$ cat src/design/tx_ramp_pkg.sv
package tx_ramp_pkg;

    // ==========================================================
    // Timing
    // ==========================================================
    localparam int CLK_PERIOD_NS    = 50;
    localparam int SYMBOL_NS        = 16000;
    localparam int LEAD_STEP_NS     = 2000;
    localparam int GAIN_STEP_NS     = 1000;
    localparam int CNT_W            = 10;
    localparam int SYMBOL_CYCLES    = SYMBOL_NS / CLK_PERIOD_NS;
    localparam int LEAD_STEP_CYCLES = LEAD_STEP_NS / CLK_PERIOD_NS;
    localparam int GAIN_STEP_CYCLES = GAIN_STEP_NS / CLK_PERIOD_NS;
    localparam logic [CNT_W-1:0] SYMBOL_CNT    = CNT_W'(SYMBOL_CYCLES);
    localparam logic [CNT_W-1:0] GAIN_STEP_CNT = CNT_W'(GAIN_STEP_CYCLES);

    // ==========================================================
    // Register map
    // ==========================================================
    localparam logic [5:0] ADDR_TX_POWER     = 6'h05;
    localparam logic [5:0] ADDR_TX_PATH      = 6'h16;
    localparam logic [7:0] TX_POWER_RESET    = 8'h60;
    localparam logic [7:0] TX_PATH_RESET     = 8'h31;
    localparam int         BOOST_BIT         = 7;
    localparam int         BIAS_GAIN_LSB     = 5;
    localparam int         LEAD_LSB          = 6;
    localparam int         OFFSET_LSB        = 0;
    localparam logic [6:0] MAX_POWER_WORD    = 7'h1F;

    typedef struct packed {
        logic       amp_high_power;
        logic [1:0] amp_bias_gain;
        logic [4:0] power_reduction_word;
    } power_cfg_t;

    typedef struct packed {
        logic [1:0] amp_lead_time;
        logic [3:0] spare;
        logic [1:0] power_word_offset;
    } path_cfg_t;

    typedef struct packed {
        logic       synth_tx_en;
        logic       amp_en;
        logic [1:0] amp_gain;
        logic       mod_en;
    } amp_ctrl_t;

    // ==========================================================
    // States and commands
    // ==========================================================
    typedef enum logic [3:0] {
        RADIO_IDLE    = 4'b0001,
        RADIO_LOCKED  = 4'b0010,
        RADIO_ARET    = 4'b0100,
        RADIO_BUSY_TX = 4'b1000
    } radio_state_t;

    typedef enum logic [4:0] {
        SEQ_IDLE   = 5'b00001,
        SEQ_LEAD   = 5'b00010,
        SEQ_DATA   = 5'b00100,
        SEQ_DOWN   = 5'b01000,
        SEQ_STAGES = 5'b10000
    } seq_state_t;

    typedef enum logic [1:0] {
        CMD_GO_IDLE = 2'h0,
        CMD_LOCK    = 2'h1,
        CMD_ARET    = 2'h2,
        CMD_TX_GO   = 2'h3
    } radio_cmd_t;

    // Lead time code to cycles: 2, 4, 6, 8 us
    function automatic logic [CNT_W-1:0] lead_cycles(input logic [1:0] code);
        lead_cycles = CNT_W'((int'(code) + 1) * LEAD_STEP_CYCLES);
    endfunction

    // Offset code 0..3 means -1..+2 on the word, clamped to the field
    function automatic logic [4:0] eff_power(input logic [4:0] word,
                                             input logic [1:0] offs);
        logic [6:0] sum;
        sum = {2'h0, word} + {5'h00, offs};
        if (sum == 7'h00) begin
            eff_power = 5'h00;
        end else if (sum - 7'h01 > MAX_POWER_WORD) begin
            eff_power = 5'h1F;
        end else begin
            eff_power = 5'(sum - 7'h01);
        end
    endfunction

endpackage

$ cat src/design/pin_rise_sync.sv
`timescale 1ns/1ps
module pin_rise_sync (
    input  wire logic core_clk,
    input  wire logic rst,
    input  wire logic pin_async,
    output logic      rise
);
    logic meta_r;
    logic sync_r;
    logic prev_r;

    // First stage feeds only the second stage
    always_ff @(posedge core_clk or posedge rst) begin
        if (rst) begin
            meta_r <= 1'b0;
            sync_r <= 1'b0;
            prev_r <= 1'b0;
        end else begin
            meta_r <= pin_async;
            sync_r <= meta_r;
            prev_r <= sync_r;
        end
    end

    assign rise = sync_r & ~prev_r;

endmodule

$ cat src/design/tx_power_ramp_control.sv
`timescale 1ns/1ps
module tx_power_ramp_control (
    input  wire logic                     core_clk,
    input  wire logic                     rst,
    input  wire logic                     sleep_transmit_pin,
    input  wire logic                     basic_mode,
    input  wire logic                     cmd_valid,
    input  wire tx_ramp_pkg::radio_cmd_t  cmd_code,
    input  wire logic                     frame_end,
    input  wire logic                     fe_route_en,
    input  wire logic [5:0]               reg_addr,
    input  wire logic                     reg_wr,
    input  wire logic                     reg_rd,
    input  wire logic [7:0]               reg_wdata,
    output logic [7:0]                    reg_rdata,
    output tx_ramp_pkg::radio_state_t     radio_state,
    output tx_ramp_pkg::amp_ctrl_t        amp_ctrl,
    output logic                          payload_start,
    output logic                          front_end_ctrl_pin,
    output logic [4:0]                    tx_power_word,
    output logic                          amp_high_power
);
    localparam logic [tx_ramp_pkg::CNT_W-1:0] CNT_ONE = 1;

    // ==========================================================
    // Registers
    // ==========================================================
    tx_ramp_pkg::power_cfg_t   power_r;
    tx_ramp_pkg::path_cfg_t    path_r;
    logic [1:0]                lead_eff_r;
    tx_ramp_pkg::radio_state_t radio_r;
    tx_ramp_pkg::seq_state_t   seq_r;
    tx_ramp_pkg::seq_state_t   seq_nxt;
    logic [tx_ramp_pkg::CNT_W-1:0] cnt_r;
    logic [tx_ramp_pkg::CNT_W-1:0] step_r;
    tx_ramp_pkg::amp_ctrl_t    ctrl_r;
    tx_ramp_pkg::amp_ctrl_t    ctrl_nxt;
    logic                      payload_r;

    wire logic pin_rise;

    pin_rise_sync u_pin_sync (
        .core_clk  (core_clk),
        .rst       (rst),
        .pin_async (sleep_transmit_pin),
        .rise      (pin_rise)
    );

    wire logic wr_power = reg_wr && reg_addr == tx_ramp_pkg::ADDR_TX_POWER;
    wire logic wr_path  = reg_wr && reg_addr == tx_ramp_pkg::ADDR_TX_PATH;
    wire logic [7:0] rd_mux =
        (reg_addr == tx_ramp_pkg::ADDR_TX_POWER) ? power_r :
        (reg_addr == tx_ramp_pkg::ADDR_TX_PATH)  ? path_r  : 8'h00;

    always_ff @(posedge core_clk or posedge rst) begin
        if (rst) begin
            power_r   <= tx_ramp_pkg::TX_POWER_RESET;
            path_r    <= tx_ramp_pkg::TX_PATH_RESET;
            reg_rdata <= 8'h00;
        end else begin
            if (wr_power) begin
                power_r <= reg_wdata;
            end
            if (wr_path) begin
                path_r <= reg_wdata;
            end
            if (reg_rd) begin
                reg_rdata <= rd_mux;
            end
        end
    end

    // ==========================================================
    // Radio state and start decision
    // ==========================================================
    wire logic go_cmd   = cmd_valid && cmd_code == tx_ramp_pkg::CMD_TX_GO;
    wire logic seq_idle = seq_r == tx_ramp_pkg::SEQ_IDLE;
    // A pin edge and a command together are one trigger
    wire logic start_w  = (pin_rise || go_cmd) && seq_idle && basic_mode
                          && radio_r == tx_ramp_pkg::RADIO_LOCKED;
    wire logic lead_open = radio_r != tx_ramp_pkg::RADIO_BUSY_TX;
    wire logic tx_done  = seq_r == tx_ramp_pkg::SEQ_STAGES
                          && step_r == tx_ramp_pkg::GAIN_STEP_CNT - CNT_ONE;

    always_ff @(posedge core_clk or posedge rst) begin
        if (rst) begin
            radio_r    <= tx_ramp_pkg::RADIO_IDLE;
            lead_eff_r <= 2'h0;
        end else begin
            if (start_w) begin
                radio_r <= tx_ramp_pkg::RADIO_BUSY_TX;
            end else if (tx_done) begin
                radio_r <= tx_ramp_pkg::RADIO_LOCKED;
            end else if (cmd_valid && seq_idle) begin
                case (cmd_code)
                    tx_ramp_pkg::CMD_GO_IDLE: radio_r <= tx_ramp_pkg::RADIO_IDLE;
                    tx_ramp_pkg::CMD_LOCK:    radio_r <= tx_ramp_pkg::RADIO_LOCKED;
                    tx_ramp_pkg::CMD_ARET:    radio_r <= tx_ramp_pkg::RADIO_ARET;
                    default:                  radio_r <= radio_r;
                endcase
            end
            // Freeze the lead time while a frame is going out
            if (lead_open) begin
                lead_eff_r <= path_r.amp_lead_time;
            end
        end
    end

    // ==========================================================
    // Ramp sequencer
    // ==========================================================
    wire logic [tx_ramp_pkg::CNT_W-1:0] amp_on_at =
        tx_ramp_pkg::SYMBOL_CNT - tx_ramp_pkg::lead_cycles(lead_eff_r) - CNT_ONE;
    wire logic step_done = step_r == tx_ramp_pkg::GAIN_STEP_CNT - CNT_ONE;
    wire logic [1:0] gain_target = power_r.amp_bias_gain;

    always_comb begin
        seq_nxt  = seq_r;
        ctrl_nxt = ctrl_r;
        case (seq_r)
            tx_ramp_pkg::SEQ_IDLE: begin
                if (start_w) begin
                    seq_nxt              = tx_ramp_pkg::SEQ_LEAD;
                    ctrl_nxt.synth_tx_en = 1'b1;
                end
            end
            tx_ramp_pkg::SEQ_LEAD: begin
                if (cnt_r == amp_on_at) begin
                    ctrl_nxt.amp_en   = 1'b1;
                    ctrl_nxt.amp_gain = 2'h0;
                end
                if (cnt_r == tx_ramp_pkg::SYMBOL_CNT - CNT_ONE) begin
                    seq_nxt         = tx_ramp_pkg::SEQ_DATA;
                    ctrl_nxt.mod_en = 1'b1;
                end
            end
            tx_ramp_pkg::SEQ_DATA: begin
                if (frame_end) begin
                    seq_nxt         = tx_ramp_pkg::SEQ_DOWN;
                    ctrl_nxt.mod_en = 1'b0;
                end
            end
            tx_ramp_pkg::SEQ_DOWN: begin
                if (step_done && ctrl_r.amp_gain != 2'h0) begin
                    ctrl_nxt.amp_gain = ctrl_r.amp_gain - 2'h1;
                end else if (step_done) begin
                    ctrl_nxt.amp_en = 1'b0;
                    seq_nxt         = tx_ramp_pkg::SEQ_STAGES;
                end
            end
            tx_ramp_pkg::SEQ_STAGES: begin
                if (step_done) begin
                    ctrl_nxt.synth_tx_en = 1'b0;
                    seq_nxt              = tx_ramp_pkg::SEQ_IDLE;
                end
            end
            default: begin
                seq_nxt  = tx_ramp_pkg::SEQ_IDLE;
                ctrl_nxt = '0;
            end
        endcase
        // Gain climbs one code per step while the amp is up and not ramping down
        if (ctrl_r.amp_en && (seq_r == tx_ramp_pkg::SEQ_LEAD || seq_r == tx_ramp_pkg::SEQ_DATA)
            && step_done && ctrl_r.amp_gain < gain_target) begin
            ctrl_nxt.amp_gain = ctrl_r.amp_gain + 2'h1;
        end
    end

    always_ff @(posedge core_clk or posedge rst) begin
        if (rst) begin
            seq_r     <= tx_ramp_pkg::SEQ_IDLE;
            ctrl_r    <= '0;
            cnt_r     <= '0;
            step_r    <= '0;
            payload_r <= 1'b0;
        end else begin
            seq_r     <= seq_nxt;
            ctrl_r    <= ctrl_nxt;
            cnt_r     <= (seq_r == tx_ramp_pkg::SEQ_LEAD) ? cnt_r + CNT_ONE : '0;
            step_r    <= (step_done || seq_r != seq_nxt) ? '0 : step_r + CNT_ONE;
            payload_r <= seq_r == tx_ramp_pkg::SEQ_LEAD
                         && seq_nxt == tx_ramp_pkg::SEQ_DATA;
        end
    end

    // ==========================================================
    // Power word and outputs
    // ==========================================================
    logic [4:0] pwr_word_r;
    logic       boost_r;
    logic       fe_pin_r;

    always_ff @(posedge core_clk or posedge rst) begin
        if (rst) begin
            pwr_word_r <= 5'h00;
            boost_r    <= 1'b0;
            fe_pin_r   <= 1'b0;
        end else begin
            // Attenuation word, 1 dB per code; software keeps it at 13 or below
            pwr_word_r <= tx_ramp_pkg::eff_power(power_r.power_reduction_word,
                                                 path_r.power_word_offset);
            boost_r    <= power_r.amp_high_power;
            fe_pin_r   <= fe_route_en & ctrl_nxt.amp_en;
        end
    end

    assign tx_power_word      = pwr_word_r;
    assign amp_high_power     = boost_r;
    assign front_end_ctrl_pin = fe_pin_r;
    assign radio_state        = radio_r;
    assign amp_ctrl           = ctrl_r;
    assign payload_start      = payload_r;

    // ==========================================================
    // Assertions
    // ==========================================================
    logic [tx_ramp_pkg::CNT_W-1:0] since_r;
    logic [tx_ramp_pkg::CNT_W-1:0] amp_age_r;

    always_ff @(posedge core_clk or posedge rst) begin
        if (rst) begin
            since_r   <= '0;
            amp_age_r <= '0;
        end else begin
            since_r   <= start_w ? '0 : since_r + CNT_ONE;
            amp_age_r <= ctrl_r.amp_en ? amp_age_r + CNT_ONE : '0;
        end
    end
endmodule

$ cat config.mk
export PLATFORM = sky130hd
export DESIGN_NAME = tx_power_ramp_control
export DESIGN_NICKNAME = d
export VERILOG_FILES = /design/src/design/tx_ramp_pkg.sv /design/src/design/pin_rise_sync.sv /design/src/design/tx_power_ramp_control.sv
export SDC_FILE = /design/constraint.sdc
export NUM_CORES = 1
export LEC_CHECK = 0
export ABC_CLOCK_PERIOD_IN_PS = 4350
export BUFFER_PORTS_ARGS = -buffer_cell sky130_fd_sc_hd__buf_2
export CORE_ASPECT_RATIO = 1.75
export CORE_UTILIZATION = 35
export CTS_CLUSTER_DIAMETER = 120
export DETAILED_ROUTE_END_ITERATION = 10
export PLACE_DENSITY = 0.56
export SLEW_MARGIN = 15
export SYNTH_ARGS = -nofsm -noshare
export SYNTH_HDL_FRONTEND = slang
export SYNTH_SLANG_ARGS = --single-unit
$ cat constraint.sdc
create_clock -name core_clk -period 4.35 [get_ports core_clk]
set_input_delay 0.87 -clock core_clk [delete_from_list [all_inputs] [get_ports core_clk]]
set_output_delay 0.87 -clock core_clk [all_outputs]
set_load 0.02 [all_outputs]
* Word-level counts from Yosys, hierarchy flattened
Index checks and enable logic that the tools add are counted.
** Word-level totals
- Output and inout port bits :: 25
- Flip-flop bits (word level) :: 71
- Word-level logic and storage cells :: 121
- Bits of input ports :: 25
** Cells by class
- Muxes and demuxes :: 29
- Eq/ne operators :: 24
- Reduce and logical (&&, ||, !) cells :: 28
- Add/subtract/negate cells :: 9
- Order comparisons :: 2
- Bitwise operators :: 5
- Multipliers :: 1
** Operators by type and width (count)
- $mux 5 :: 8
- $pmux 5 s5 :: 1
- $add 10x1->10 const B :: 2
- $mux 10 :: 2
- $mux 8 :: 2
- $logic_and 1x1->1 :: 13
- $mux 4 :: 3
- $pmux 4 s3 :: 1
- $eq 10x10->1 :: 1
- $eq 10x5->1 const B :: 1
- $eq 10x9->1 const B :: 1
- $eq 5x3->1 const B :: 2
- $sub 10x1->10 const B :: 1
- $sub 9x9->10 const A :: 1
- $pmux 3 s3 :: 1
- $reduce_and 3->1 :: 3
- $reduce_or 3->1 :: 3
- $gt 7x5->1 const B :: 1
- $logic_not 7->1 :: 1
- $sub 6x1->7 const B :: 1
- $add 5x2->6 :: 1
- $eq 6x3->1 const B :: 1
- $eq 6x5->1 const B :: 1
- $mul 3x3->6 const B :: 1
- 29 further kinds :: 45

* Longest topological paths before layout
Gate-level depths: netlist of run 1.
- Depth after elaboration :: 11
- Mapped depth :: 8
- Mapped depth without buffers :: 8

* By module
From an unflattened synthesis of run 1, not the netlist that was laid out.
** Unflattened totals
- Cells, all modules :: 349
- Area, all modules :: 3727.3 µm²
** By module, submodules not included
- tx_power_ramp_control :: cells an instance 344, seq. area each 1710.4 µm², times used 1, area each 3634.7 µm²
- pin_rise_sync :: cells an instance 5, seq. area each 75.1 µm², times used 1, area each 92.6 µm²

* Worst setup path after synthesis of run 1
OpenSTA, ideal clock, no wires.
- Path type :: in2reg
- Start :: in cmd_code[0]
- End :: reg radio_r[1] (netlist: radio_state[1])
- Setup slack :: 1.877 ns
- Arrival :: 2.354 ns
- Data required time :: 4.231 ns
- Stages :: 5
- Path buffers :: 0
- Setup time :: 0.119 ns
- Cells stage by stage :: inv_1 ha_1 o311ai_0 mux2_2 o21a_1
** Between the ends
- Longest elaborated chain between the ends :: 8
- Elaborated cells on any way between the ends :: 16
- Those cells by class :: eq/ne (3); mux (4); reduce/logical (9)
** Ends and longest elaborated chain
- start: declaration :: line tx_power_ramp_control.sv:8 : input wire tx_ramp_pkg::radio_cmd_t cmd_code,
- $eq 2x2->1 :: line tx_power_ramp_control.sv:76 : wire logic go_cmd = cmd_valid && cmd_code == tx_ramp_pkg::CMD_TX_GO;
- $logic_and 1x1->1 :: line tx_power_ramp_control.sv:76
- $logic_or 1x1->1 :: line tx_power_ramp_control.sv:79 : wire logic start_w = (pin_rise || go_cmd) && seq_idle && basic_mode
- $logic_and 1x1->1 (2 in a row) :: line tx_power_ramp_control.sv:79
- $logic_and 1x1->1 :: line tx_power_ramp_control.sv:80 : && radio_r == tx_ramp_pkg::RADIO_LOCKED;
- $reduce_bool 5->1 (no line) or $reduce_bool 3->1 (tied branches)
- $reduce_and 2->1 (no line)
- end signal: assignment :: line tx_power_ramp_control.sv:87 : radio_r <= tx_ramp_pkg::RADIO_IDLE;
- end signal: assignment :: line tx_power_ramp_control.sv:91 : radio_r <= tx_ramp_pkg::RADIO_BUSY_TX;
- end signal: assignment :: line tx_power_ramp_control.sv:93 : radio_r <= tx_ramp_pkg::RADIO_LOCKED;
- end: declaration :: line tx_power_ramp_control.sv:31 : tx_ramp_pkg::radio_state_t radio_r;
Several ways; a longest one is shown, not always the timed one. The select of a mux whose other input is x is not followed.
A chain may end at the register's enable or synchronous reset.

* Final worst setup path of run 1
- Start :: reg path_r[0] in the netlist's numbering
- End :: reg pwr_word_r[4] (netlist: tx_power_word[4])
** Between the ends
- Longest elaborated chain between the ends :: 5
- Elaborated cells on any way between the ends :: 6
- Those cells by class :: add/sub (2); order compare (1); mux (2); reduce/logical (1)
** Ends and longest elaborated chain
- start: declaration :: line tx_power_ramp_control.sv:29 : tx_ramp_pkg::path_cfg_t path_r;
- start signal: assignment :: line tx_power_ramp_control.sv:58 : path_r <= tx_ramp_pkg::TX_PATH_RESET;
- start signal: assignment :: line tx_power_ramp_control.sv:65 : path_r <= reg_wdata;
- $add 5x2->6 (*) :: line tx_ramp_pkg.sv:83 : sum = {2'h0, word} + {5'h00, offs};
- $sub 6x1->7 :: line tx_ramp_pkg.sv:89 : eff_power = 5'(sum - 7'h01);
- $gt 7x5->1 :: line tx_ramp_pkg.sv:86 : end else if (sum - 7'h01 > MAX_POWER_WORD) begin
- $mux 5 :: line tx_ramp_pkg.sv:86
- $mux 5 (*) :: line tx_ramp_pkg.sv:84 : if (sum == 7'h00) begin
- end signal: assignment :: line tx_power_ramp_control.sv:200 : pwr_word_r <= tx_ramp_pkg::eff_power(power_r.power_reduction_word,
- end: declaration :: line tx_power_ramp_control.sv:189 : logic [4:0] pwr_word_r;
Mark *: on every way between the ends. The rest lies on a longest branch, timed or not.

==> impl_metrics.csv, run 1 <==
group,metric,value,unit
run_status,outcome,"finished, final reports clean",
worst_setup_path,cp_slowest_cell,"dfstp_2",
worst_setup_path,rr_startpoint,"path_r[0]",
placement,placement.io_buffers,49,
finish,nFillCells,979,
worst_setup_path,worst_path_largest_cell_delay,0.54,ns
detailed_routing,drc_errors,0,
yosys,post-synth-top-count-cell,"dfrtp_1",
yosys,synthCells,354,
placement,place.detailed.hpwl,6.23,mm
floorplanning,die_w,80.4,um
yosys,post_synth_main_area_contributors,"dfrtp_1 (43%), ha_1 (6.0%), mux2_2 (6.0%), dfstp_2 (4.9%), xnor2_1 (3.7%)",
detailed_routing,wire_per_inst,15.6,um
floorplanning,fp.dieArea,11200,um^2
worst_setup_path,timing.critical_path.to_type,"flip-flop",
global_route,grt_max_degree,48,
clocking,tritoncts_clock_tree,"yes",
clocking,ctsLongestPathBuffers,2,
yosys,combinational_family_with_the_most_area_after_synthesis,"simple AND/OR/NAND/NOR gates",
worst_hold_path,timing.hold.worst.start,"u_pin_sync.meta_r",
worst_hold_path,hold_depth,0,
yosys,ys_types,58,
worst_setup_path,critPathMaxFanout,4,
worst_setup_path,critPathLaunchType,"flip-flop",
clocking,worst_skew_pair.late_latency,0.33,ns
yosys,synth_nets,398,
detailed_routing,via_count,2782,
yosys,synth_async_sr_flop_share,1.00,
clocking,cts_root_buffer,"clkbuf_16",
worst_hold_path,hp-class,"flip-flop to flip-flop",
finish,final_nets,449,
detailed_routing,drt_first_pass_iters,4,
finish,final_layout_size_suffix_gt1_frac,0.256,
pwr,power.density_cell_area,507,nW/um^2
yosys,synth_edf_count,0,
floorplanning,chipHeight,139,um
clocking,clock-sinks,71,
placement,dp_slack,1.58,ns
sta,setup-violations-final,0,
detailed_routing,drt.antenna.violating_nets,0,
yosys,ys_warn_count,0,
run,cap_violations,0,
global_route,global_route.overflow_total,0,
worst_setup_path,crit_path_required_time,4.53,ns
sta,period_minus_slack,2.52,ns
yosys,synth-simple-area-share,0.189,
sta,tightestPinTransition,1.01,ns
sta,setup_repair_after_global_routing_missed_its_margin,"no",
worst_setup_path,worstSetupPathType,"flip-flop to flip-flop",
yosys,post_synth_instance_area,3760,um^2
sta,slew_headroom,0.329,
global_route,grt_usage,0.165,
sta,totalNegativeSetupSlack,0,ns
sta,setup_ws,1.83,ns
yosys,synthesized_area_per_cell,10.6,um^2
floorplanning,io_pins,50,
yosys,synth_top_cell_area_share,0.425,
floorplanning,row_count,49,
worst_hold_path,hold_end,"u_pin_sync.sync_r",
sta,timing_max_transition_violations_final,0,
floorplanning,fp.coreArea,10400,um^2
worst_setup_path,reg2reg_setup_slack,1.83,ns
detailed_routing,vias_per_cell,5.18,
global_route,antenna_violations_before_repair,0,
global_route,number_of_global_route_vias_before_repair,2946,
sta,finalCritPeriodShare,0.579,
clocking,htree_levels,3,
worst_setup_path,reg2reg_depth,8,
clocking,tritoncts_buffers,9,
yosys,synth_seq_cells,71,
worst_setup_path,cp_data_arrival_time,2.70,ns
detailed_routing,drt_first_iter_violations,94,
yosys,synth-adder-area-share,0.0651,
worst_setup_path,timing.critical_path.cells,"ha_1 -> fa_1 -> inv_1 -> ha_1 -> mux2_2 -> a21oi_1 -> xor2_1 -> a21oi_1",
clocking,post_cts_resize_count,0,
yosys,synth_compound_gate_area_share,0.105,
yosys,netlist.top_cell.by_area,"dfrtp_1",
global_route,grt_first_pass_wirelength,14.1,mm
finish,growth_of_design_area_from_synthesis_to_finish,19.4,%
worst_setup_path,r2r-end,"tx_power_word[4]",
clocking,cts_setup_buffers,0,
clocking,worst_setup_hold_path_clk_slew,0.06,ns
clocking,ctsHoldBuffers,0,
finish,n_antenna_cell,0,
pwr,cellLeakagePower,0.00207,uW
sta,fmax,0.397,GHz
yosys,synth.yosys.seq_area_share,0.474,
yosys,ys.flop_type,"dfrtp_1",
pwr,power.ir.vdd_worst,0.323,mV
detailed_routing,wl_final,8.38,mm
floorplanning,initial_core_util,0.363,
sta,timing.final.hold_violations,0,
yosys,synth.mux.area_fraction,0.0744,
placement,gp_congestion,0.815,
yosys,ys_top_cells_by_count,"dfrtp_1 (64), nor2_1 (34), a21oi_1 (20), mux2_2 (20), ha_1 (18)",
yosys,synth-xor-area-share,0.0651,
sta,clock-skew-final,0.00517,ns
==> state kept, by name (all words and copies together), names as in the netlist, 2 cells and up <==
| register | cells |
|---|---|
| step_r | 10 |
| amp_ctrl | 5 |
| tx_power_word | 5 |
| radio_state | 4 |
| lead_eff_r | 2 |
| reg_rdata | 8 |
| seq_r | 5 |
| path_r | 8 |
| power_r | 6 |
| gain_target | 2 |
| cnt_r | 10 |
==> per-stage QoR <==
stage	hold slack, ns	instances	cell area (um^2)	util	power, uW
floorplan	0.331	354	3760	-	1260
global placement	0.342	521	4140	0.399	1410
detailed placement	0.348	521	4140	0.399	1420
CTS	0.361	537	4500	0.434	2300
global route	0.368	537	4500	0.434	2410
finish	0.355	537	4500	0.434	2280
==> power breakdown <==
group | internal, uW | switching [uW]
clock | 591 | 278
sequential | 773 | 96.3
combinational | 230 | 310
total | 1590 | 684
==> per-layer routing <==
| layer | GRT usage | vias up | share of wire |
|---|---|---|---|
| met1 | 0.175 | 1351 | 0.39 |
| met2 | 0.305 | 59 | 0.56 |
| met5 | 0 | - | 0 |
| met3 | 0.0362 | 12 | 0.034 |
| li1 | - | 1360 | - |
| met4 | 0.0658 | 0 | 0.017 |
==> cells by family after synthesis <==
group / Yosys count
and+or+nand+nor: 124
DFF: 71
AOI/OAI and AO/OA: 61
xor gates and xnor gates: 28
buffers and inverters: 26
muxes: 25
adders and majority gates: 19
==> layout by cell type (no fill, tap or decap), types with 2 or more instances in the layout <==
master / netlist / routed
nor3b_1: 3 / 3
xor2_1: 12 / 12
clkbuf_16: 0 / 9
nor4b_1: 4 / 4
inv_1: 15 / 14
a21oi_1: 20 / 20
a2bb2oi_1: 3 / 3
and2_1: 5 / 5
dfrtp_1: 64 / 64
a211oi_1: 3 / 3
nand2b_1: 6 / 6
a22oi_1: 8 / 8
o21ai_0: 11 / 11
nor2_1: 34 / 34
dfstp_2: 7 / 7
nand3b_1: 4 / 4
and3_1: 8 / 8
xnor2_1: 16 / 16
nor3_1: 17 / 17
mux2_2: 20 / 20
ha_1: 18 / 18
nor4_1: 3 / 3
nor2b_1: 3 / 3
nand2_1: 12 / 12
a21boi_0: 2 / 2
o21a_1: 3 / 3
buf_2: 3 / 49
mux2i_1: 4 / 4
buf_4: 0 / 2
bufinv_16: 0 / 3
o31ai_1: 2 / 2
nand3_1: 9 / 9
clkbuf_8: 0 / 2
==> layout make-up <==
class / count / area [um^2] / area share
Inverter: 15 / 56.3 / 0.0125
Multi-Input combinational cell: 257 / 1880 / 0.418
Timing Repair Buffer: 51 / 260 / 0.0579
Sequential cell: 71 / 1790 / 0.397
Tap cell: 127 / 159 / 0.0353
Clock inverter: 5 / 104 / 0.0231
Clock buffer: 11 / 253 / 0.0562
==> worst max-delay path: cells and delay by family (launching register included) <==
kind                       cells  cell delay [ns]
xor gates and xnor gates       1             0.16
AOI/OAI and AO/OA              2             0.25
buffers and inverters          1             0.12
adders and majority gates      3             0.95
DFF                            1             0.54
muxes                          1             0.35
==> worst max-delay path by stage <==
stage           startpoint                to  slack [ns]
6_report         path_r[0]  tx_power_word[4]        1.83
5_1_grt          path_r[0]  tx_power_word[4]        1.69
4_1_cts          path_r[0]  tx_power_word[4]        1.82
3_5_place_dp   cmd_code[0]    radio_state[1]        1.58
3_3_place_gp   cmd_code[0]    radio_state[1]        1.64
2_1_floorplan          rst       amp_ctrl[0]        1.70
Power figures use the tool's default switching activity.
==> inputs of run 2 (changes only) <==
--- a/config.mk
+++ b/config.mk
@@ -5,7 +5,8 @@
 export SDC_FILE = /design/constraint.sdc
 export NUM_CORES = 1
 export LEC_CHECK = 0
-export ABC_CLOCK_PERIOD_IN_PS = 4350
+export ABC_AREA = 1
+export ABC_CLOCK_PERIOD_IN_PS = 2580
 export BUFFER_PORTS_ARGS = -buffer_cell sky130_fd_sc_hd__buf_2
 export CORE_ASPECT_RATIO = 1.75
 export CORE_UTILIZATION = 35
==> constraint.sdc (replaced) <==
create_clock -name core_clk -period 2.58 [get_ports core_clk]
set_input_delay 0.516 -clock core_clk [delete_from_list [all_inputs] [get_ports core_clk]]
set_output_delay 0.516 -clock core_clk [all_outputs]
set_load 0.02 [all_outputs]
==> run 2 against run 1 <==
Compared with the run above:
- flip-flop and latch count stayed put
- sequential power is 65% higher
- final area is 0.95% higher
- via count is 15% higher
- cell count is 21% higher
- sequential share of layout area is 0.37 points lower
- critical path depth is 2 higher
- total power is 72% higher
- synthesized cell count is 29% higher
- clock power is 60% higher
- clock skew is 0.00060 ns higher
- critical path type unchanged
- highest routed layer unchanged
==> impl_metrics.csv, run 2 <==
group,metric,value,unit
worst_setup_path,worstSetupPathType,"flip-flop to flip-flop",
floorplanning,fp.dieArea,11200,um^2
finish,post-route-util,0.438,
pwr,p_clk_frac,0.356,
sta,timing.final.hold_violations,0,
floorplanning,initial_core_util,0.364,
sta,setup_repair_after_global_routing_missed_its_margin,"no",
placement,place.detailed.hpwl,6.58,mm
finish,most-common-layout-cells,"nand2_1 (83), inv_1 (78), dfrtp_1 (64), nor2_1 (49), buf_2 (49)",
finish,nFillCells,1031,
clocking,cts_setup_buffers,0,
run_status,outcome,"finished, final reports clean",
placement,gp_congestion,0.804,
yosys,synthCells,457,
yosys,post_synth_instance_area,3780,um^2
finish,mostFrequentLayoutCell,"nand2_1",
yosys,synth_compound_gate_area_share,0.109,
pwr,cellLeakagePower,0.00228,uW
sta,setup-violations-final,0,
run,cap_violations,0,
placement,post_dp_cell_area,4200,um^2
floorplanning,io_pins,50,
clocking,worst_setup_hold_path_clk_slew,0.06,ns
yosys,synth_nets,501,
yosys,synth_edf_count,0,
yosys,synth.mux.area_fraction,0,
finish,fin_area,4540,um^2
clocking,clock-sinks,71,
detailed_routing,drt.antenna.violating_nets,0,
sta,period_minus_slack,2.22,ns
detailed_routing,wl_final,8.70,mm
floorplanning,row_count,49,
clocking,ctsHoldBuffers,0,
yosys,ys_warn_count,0,
worst_setup_path,critPathLaunchType,"flip-flop",
worst_setup_path,cp_slowest_cell,"dfstp_2",
detailed_routing,drt_first_iter_violations,113,
worst_setup_path,critPathMaxFanout,5,
floorplanning,chipHeight,139,um
clocking,tritoncts_clock_tree,"yes",
yosys,synth-adder-area-share,0.0649,
finish,final_nets,560,
yosys,netlist.top_cell.by_area,"dfrtp_1",
worst_hold_path,hp-class,"input port to asynchronous set/reset pin",
worst_setup_path,timing.critical_path.cells,"ha_1 -> fa_1 -> inv_1 -> ha_1 -> inv_1 -> nor2_1 -> nand3_1 -> nand3_1 -> o21ai_1 -> a21oi_1",
yosys,synth.yosys.seq_area_share,0.473,
global_route,number_of_global_route_vias_before_repair,3215,
pwr,power.ir.vdd_worst,0.491,mV
global_route,global_route.overflow_total,0,
yosys,synth_seq_cells,71,
worst_setup_path,cp_data_arrival_time,2.47,ns
detailed_routing,wire_per_inst,13.4,um
sta,timing_max_transition_violations_final,0,
pwr,switching_share,0.326,
clocking,ctsLongestPathBuffers,2,
pwr,power.density_cell_area,862,nW/um^2
yosys,ys_top_cells_by_count,"nand2_1 (83), inv_1 (79), dfrtp_1 (64)",
finish,n_antenna_cell,0,
pwr,comb_power_share,0.278,
yosys,synthesized_area_per_cell,8.26,um^2
sta,finalCritPeriodShare,0.861,
global_route,grt_max_degree,72,
clocking,tritoncts_buffers,9,
floorplanning,die_w,80.5,um
sta,totalNegativeSetupSlack,0,ns
pwr,switching_power,1280,uW
detailed_routing,vias_per_cell,4.94,
placement,placement.io_buffers,49,
yosys,combinational_family_with_the_most_area_after_synthesis,"simple AND/OR/NAND/NOR gates",
global_route,antenna_violations_before_repair,0,
yosys,ys_types,36,
global_route,grt_first_pass_wirelength,15.0,mm
clocking,htree_levels,3,
sta,slew_headroom,0.600,
worst_setup_path,timing.critical_path.to_type,"flip-flop",
clocking,worst_skew_pair.late_latency,0.33,ns
global_route,grt_usage,0.174,
worst_setup_path,worst_path_largest_cell_delay,0.53,ns
pwr,pwr-share-seq,0.366,
sta,tightestPinTransition,0.600,ns
yosys,synth-simple-area-share,0.246,
clocking,cts_root_buffer,"clkbuf_16",
clocking,post_cts_resize_count,0,
pwr,internal_power,2640,uW
finish,top_regs,"cnt_r (10), step_r (10)",
detailed_routing,drc_errors,0,
finish,final_layout_size_suffix_gt1_frac,0.179,
yosys,post-synth-top-count-cell,"nand2_1",
sta,fmax,0.450,GHz
detailed_routing,via_count,3200,
floorplanning,fp.coreArea,10400,um^2
detailed_routing,drt_first_pass_iters,4,
sta,clock-skew-final,0.00577,ns
yosys,synth-xor-area-share,0.0232,
finish,growth_of_design_area_from_synthesis_to_finish,20.2,%
yosys,post_synth_main_area_contributors,"dfrtp_1 (42%), nand2_1 (8.3%), inv_1 (7.9%), ha_1 (6.0%), dfstp_2 (4.9%)",
yosys,synth_async_sr_flop_share,1.00,
yosys,ys.flop_type,"dfrtp_1",
worst_setup_path,crit_path_required_time,2.83,ns
yosys,synth_top_cell_area_share,0.424,
==> run 2: changes by cell type in the layout (fill, tap and decap cells not counted), sizes merged, moves of 8 or more <==
cell and change:
a22oi -8, inv +66, nor2 +23, nand3 +23, xnor2 -15, nand4 +8, nand2 +69, o221ai +8
mux2 -21, o21ai +13
==> run 2: final timing paths <==
| kind | from | endpoint | slack [ns] | depth (start not counted) |
|---|---|---|---|---|
| worst max register to register | path_r[0] | tx_power_word[0] | 0.36 | 10 |
| worst max-delay path | path_r[0] | tx_power_word[0] | 0.36 | 10 |
| min in group core_clk | sleep_transmit_pin | u_pin_sync.meta_r | 0.29 | 1 |
| max in group asynchronous | rst | seq_r[0] | 1.97 | 3 |
| worst min-delay path | rst | front_end_ctrl_pin | 0.25 | 3 |
| worst min register to register | u_pin_sync.meta_r | u_pin_sync.sync_r | 0.35 | 0 |
==> run 2: cell families after synthesis <==
| family | Yosys count |
|---|---|
| simple gates | 204 |
| compound gates | 69 |
| xor+xnor | 10 |
| fa+ha+maj | 19 |
| buf+inv | 84 |
| flops | 71 |
==> run 2: per-layer routing <==
layer / routed length [um] / vias up / part of all wire / GRT usage
met5: 0 / - / 0 / 0
met4: 337 / 0 / 0.039 / 0.0930
met3: 285 / 21 / 0.033 / 0.0334
met2: 4720 / 65 / 0.54 / 0.312
met1: 3350 / 1518 / 0.39 / 0.186
li1: - / 1596 / - / -
==> run 2: worst max-delay path: cells and delay by family (launching register included) <==
family                     cells  cell delay, ns
and+or+nand+nor                3            0.36
DFF                            1            0.53
AOI/OAI and AO/OA              2            0.30
buffers and inverters          2            0.16
adders and majority gates      3            0.78
==> run 2: final cells by class <==
class / count / area [um^2] / share of cell area
inverters: 81 / 304 / 0.0670
clock buffers: 12 / 267 / 0.0587
clock inverters: 4 / 76.3 / 0.0168
flip-flops and latches: 71 / 1790 / 0.393
multi-input cells: 302 / 1670 / 0.369
well taps: 127 / 159 / 0.0350
repair buffers: 51 / 273 / 0.0601
==> run 2: metrics by stage <==
stage	hold WS (ns)	power, uW	setup WS [ns]	instances
after floorplan	0.331	2250	0.279	457
after global placement	0.336	2530	0.438	632
after detailed placement	0.340	2550	0.355	632
after CTS	0.276	3970	0.356	648
after global routing	0.282	4180	0.168	648
final	0.247	3910	0.358	648
==> run 2: power groups by stage <==
stage                     registers, uW  logic, uW  clock network (uW)
after floorplan                    1530        718                   0
after global placement             1450       1080                   0
after detailed placement           1450       1100                   0
after CTS                          1440       1110                1430
after global routing               1460       1240                1480
final                              1430       1090                1390
==> inputs of run 3 (changes only) <==
--- a/config.mk
+++ b/config.mk
@@ -8,7 +8,7 @@
 export ABC_AREA = 1
 export ABC_CLOCK_PERIOD_IN_PS = 2580
 export BUFFER_PORTS_ARGS = -buffer_cell sky130_fd_sc_hd__buf_2
-export CORE_ASPECT_RATIO = 1.75
+export CORE_ASPECT_RATIO = 0.7
 export CORE_UTILIZATION = 35
 export CTS_CLUSTER_DIAMETER = 120
 export DETAILED_ROUTE_END_ITERATION = 10
==> run 3 against run 2 <==
Compared with the run above:
- clock power fell by 11%
- critical path type unchanged
- largest power group unchanged
- clock-buffer cell count decreased by 2
- global-route usage down 1.3 points
- critical endpoint is now tx_power_word[2]
- total power fell by 4.3%
- utilization shrank 0.75 points
- hold slack lost 0.027 ns
- non-clock buffer count unchanged
- setup slack got worse by 0.018 ns
- highest routed layer unchanged
- combinational power hardly changed
- clock skew barely moved
==> impl_metrics.csv, run 3 (same netlist as run 2, synthesis figures left out) <==
group,metric,value,unit
worst_setup_path,timing.critical_path.cells,"ha_1 -> fa_1 -> inv_1 -> ha_1 -> inv_1 -> nor2_1 -> nand3_1 -> nand3_1 -> o21ai_1 -> nand3_1 -> nand2_1 -> inv_1",
worst_setup_path,critPathLaunchType,"flip-flop",
pwr,power.density_cell_area,833,nW/um^2
sta,slew_headroom,0.599,
placement,placement.io_buffers,49,
placement,place.detailed.hpwl,6.10,mm
finish,most-common-layout-cells,"nand2_1 (83), inv_1 (78), dfrtp_1 (64), nor2_1 (49), buf_2 (49)",
clocking,tritoncts_buffers,9,
pwr,power.ir.vdd_worst,0.377,mV
floorplanning,die_w,126,um
sta,fmax,0.446,GHz
detailed_routing,via_count,3107,
worst_setup_path,crit_path_required_time,2.85,ns
finish,top_regs,"cnt_r (10), step_r (10)",
sta,finalCritPeriodShare,0.868,
finish,n_antenna_cell,0,
floorplanning,row_count,31,
worst_hold_path,hp-class,"input port to asynchronous set/reset pin",
clocking,ctsLongestPathBuffers,2,
worst_setup_path,r2r-end,"tx_power_word[2]",
floorplanning,fp.dieArea,11200,um^2
sta,timing.final.hold_violations,0,
worst_setup_path,reg2reg_setup_slack,0.34,ns
placement,gp_congestion,0.831,
finish,mostFrequentLayoutCell,"nand2_1",
sta,period_minus_slack,2.24,ns
finish,final_nets,560,
clocking,worst_setup_hold_path_clk_slew,0.06,ns
detailed_routing,drc_errors,0,
clocking,tritoncts_clock_tree,"yes",
detailed_routing,wire_per_inst,12.8,um
sta,setup-violations-final,0,
sta,totalNegativeSetupSlack,0,ns
finish,growth_of_design_area_from_synthesis_to_finish,19.0,%
sta,timing_max_transition_violations_final,0,
global_route,grt_usage,0.161,
clocking,htree_levels,3,
worst_setup_path,cp_data_arrival_time,2.51,ns
pwr,cellLeakagePower,0.00226,uW
detailed_routing,drt_first_iter_violations,165,
finish,final_layout_size_suffix_gt1_frac,0.177,
floorplanning,chipHeight,88.9,um
detailed_routing,drt_first_pass_iters,4,
sta,tightestPinTransition,0.601,ns
run,cap_violations,0,
detailed_routing,vias_per_cell,4.76,
worst_setup_path,worst_path_largest_cell_delay,0.53,ns
run_status,outcome,"finished, final reports clean",
clocking,clock-sinks,71,
global_route,grt_first_pass_wirelength,13.9,mm
worst_setup_path,critPathMaxFanout,5,
global_route,number_of_global_route_vias_before_repair,2855,
floorplanning,fp.coreArea,10400,um^2
global_route,grt_max_degree,72,
global_route,global_route.overflow_total,0,
detailed_routing,drt.antenna.violating_nets,0,
worst_setup_path,worstSetupPathType,"flip-flop to flip-flop",
clocking,ctsHoldBuffers,0,
global_route,antenna_violations_before_repair,0,
clocking,cts_setup_buffers,0,
detailed_routing,wl_final,8.35,mm
worst_setup_path,reg2reg_depth,12,
sta,setup_repair_after_global_routing_missed_its_margin,"no",
worst_setup_path,rr_startpoint,"path_r[0]",
pwr,power.total,3740,uW
worst_setup_path,timing.critical_path.to_type,"flip-flop",
floorplanning,io_pins,50,
worst_setup_path,cp_slowest_cell,"dfstp_2",
sta,clock-skew-final,0.00570,ns
clocking,cts_root_buffer,"clkbuf_16",
clocking,worst_skew_pair.late_latency,0.33,ns
floorplanning,initial_core_util,0.362,
clocking,post_cts_resize_count,0,
## run 3: final cells by class
cell class / count / area [um^2]
tap: 132 / 165
sequential: 71 / 1790
fill: 1044 / 5940
multi-input combinational: 302 / 1670
clock buffer: 10 / 229
clock inverter: 6 / 61.3
inverter: 81 / 304
timing repair buffer: 51 / 273
## run 3: how the worst max path moves through the flow
stage | from | end
after floorplan | rst | amp_ctrl[0]
after global placement | power_r[0] | tx_power_word[1]
after detailed placement | path_r[0] | tx_power_word[2]
after CTS | path_r[0] | tx_power_word[2]
after global routing | path_r[0] | tx_power_word[1]
final | path_r[0] | tx_power_word[2]
## run 3: per-layer routing
metal	GRT usage	part of all wire	vias up
met4	0.0591	0.012	0
met2	0.237	0.41	72
li1	-	-	1597
met3	0.0491	0.057	9
met5	0	0	-
met1	0.225	0.52	1429
## run 3: where the power goes
group	internal (uW)	switching, uW
combinational	389	693
clock	745	491
sequential	1320	107
total	2450	1290
## run 3: critical path: cells and delay by family, from the launching register on
kind / cells / cell delay [ns]
buffers and inverters: 3 / 0.20
AOI/OAI and AO/OA: 1 / 0.13
adders and majority gates: 3 / 0.78
DFF: 1 / 0.53
and+or+nand+nor: 5 / 0.53
## run 3: metrics by stage
step | worst slack [ns] | std cells | utilization | area, um^2 | hold WS (ns)
2_1_floorplan | 0.279 | 457 | - | 3780 | 0.331
3_5_place_dp | 0.364 | 637 | 0.403 | 4200 | 0.338
5_1_grt | 0.140 | 653 | 0.431 | 4490 | 0.280
6_report | 0.340 | 653 | 0.431 | 4490 | 0.220
3_3_place_gp | 0.448 | 637 | 0.403 | 4200 | 0.335
4_1_cts | 0.349 | 653 | 0.431 | 4490 | 0.274
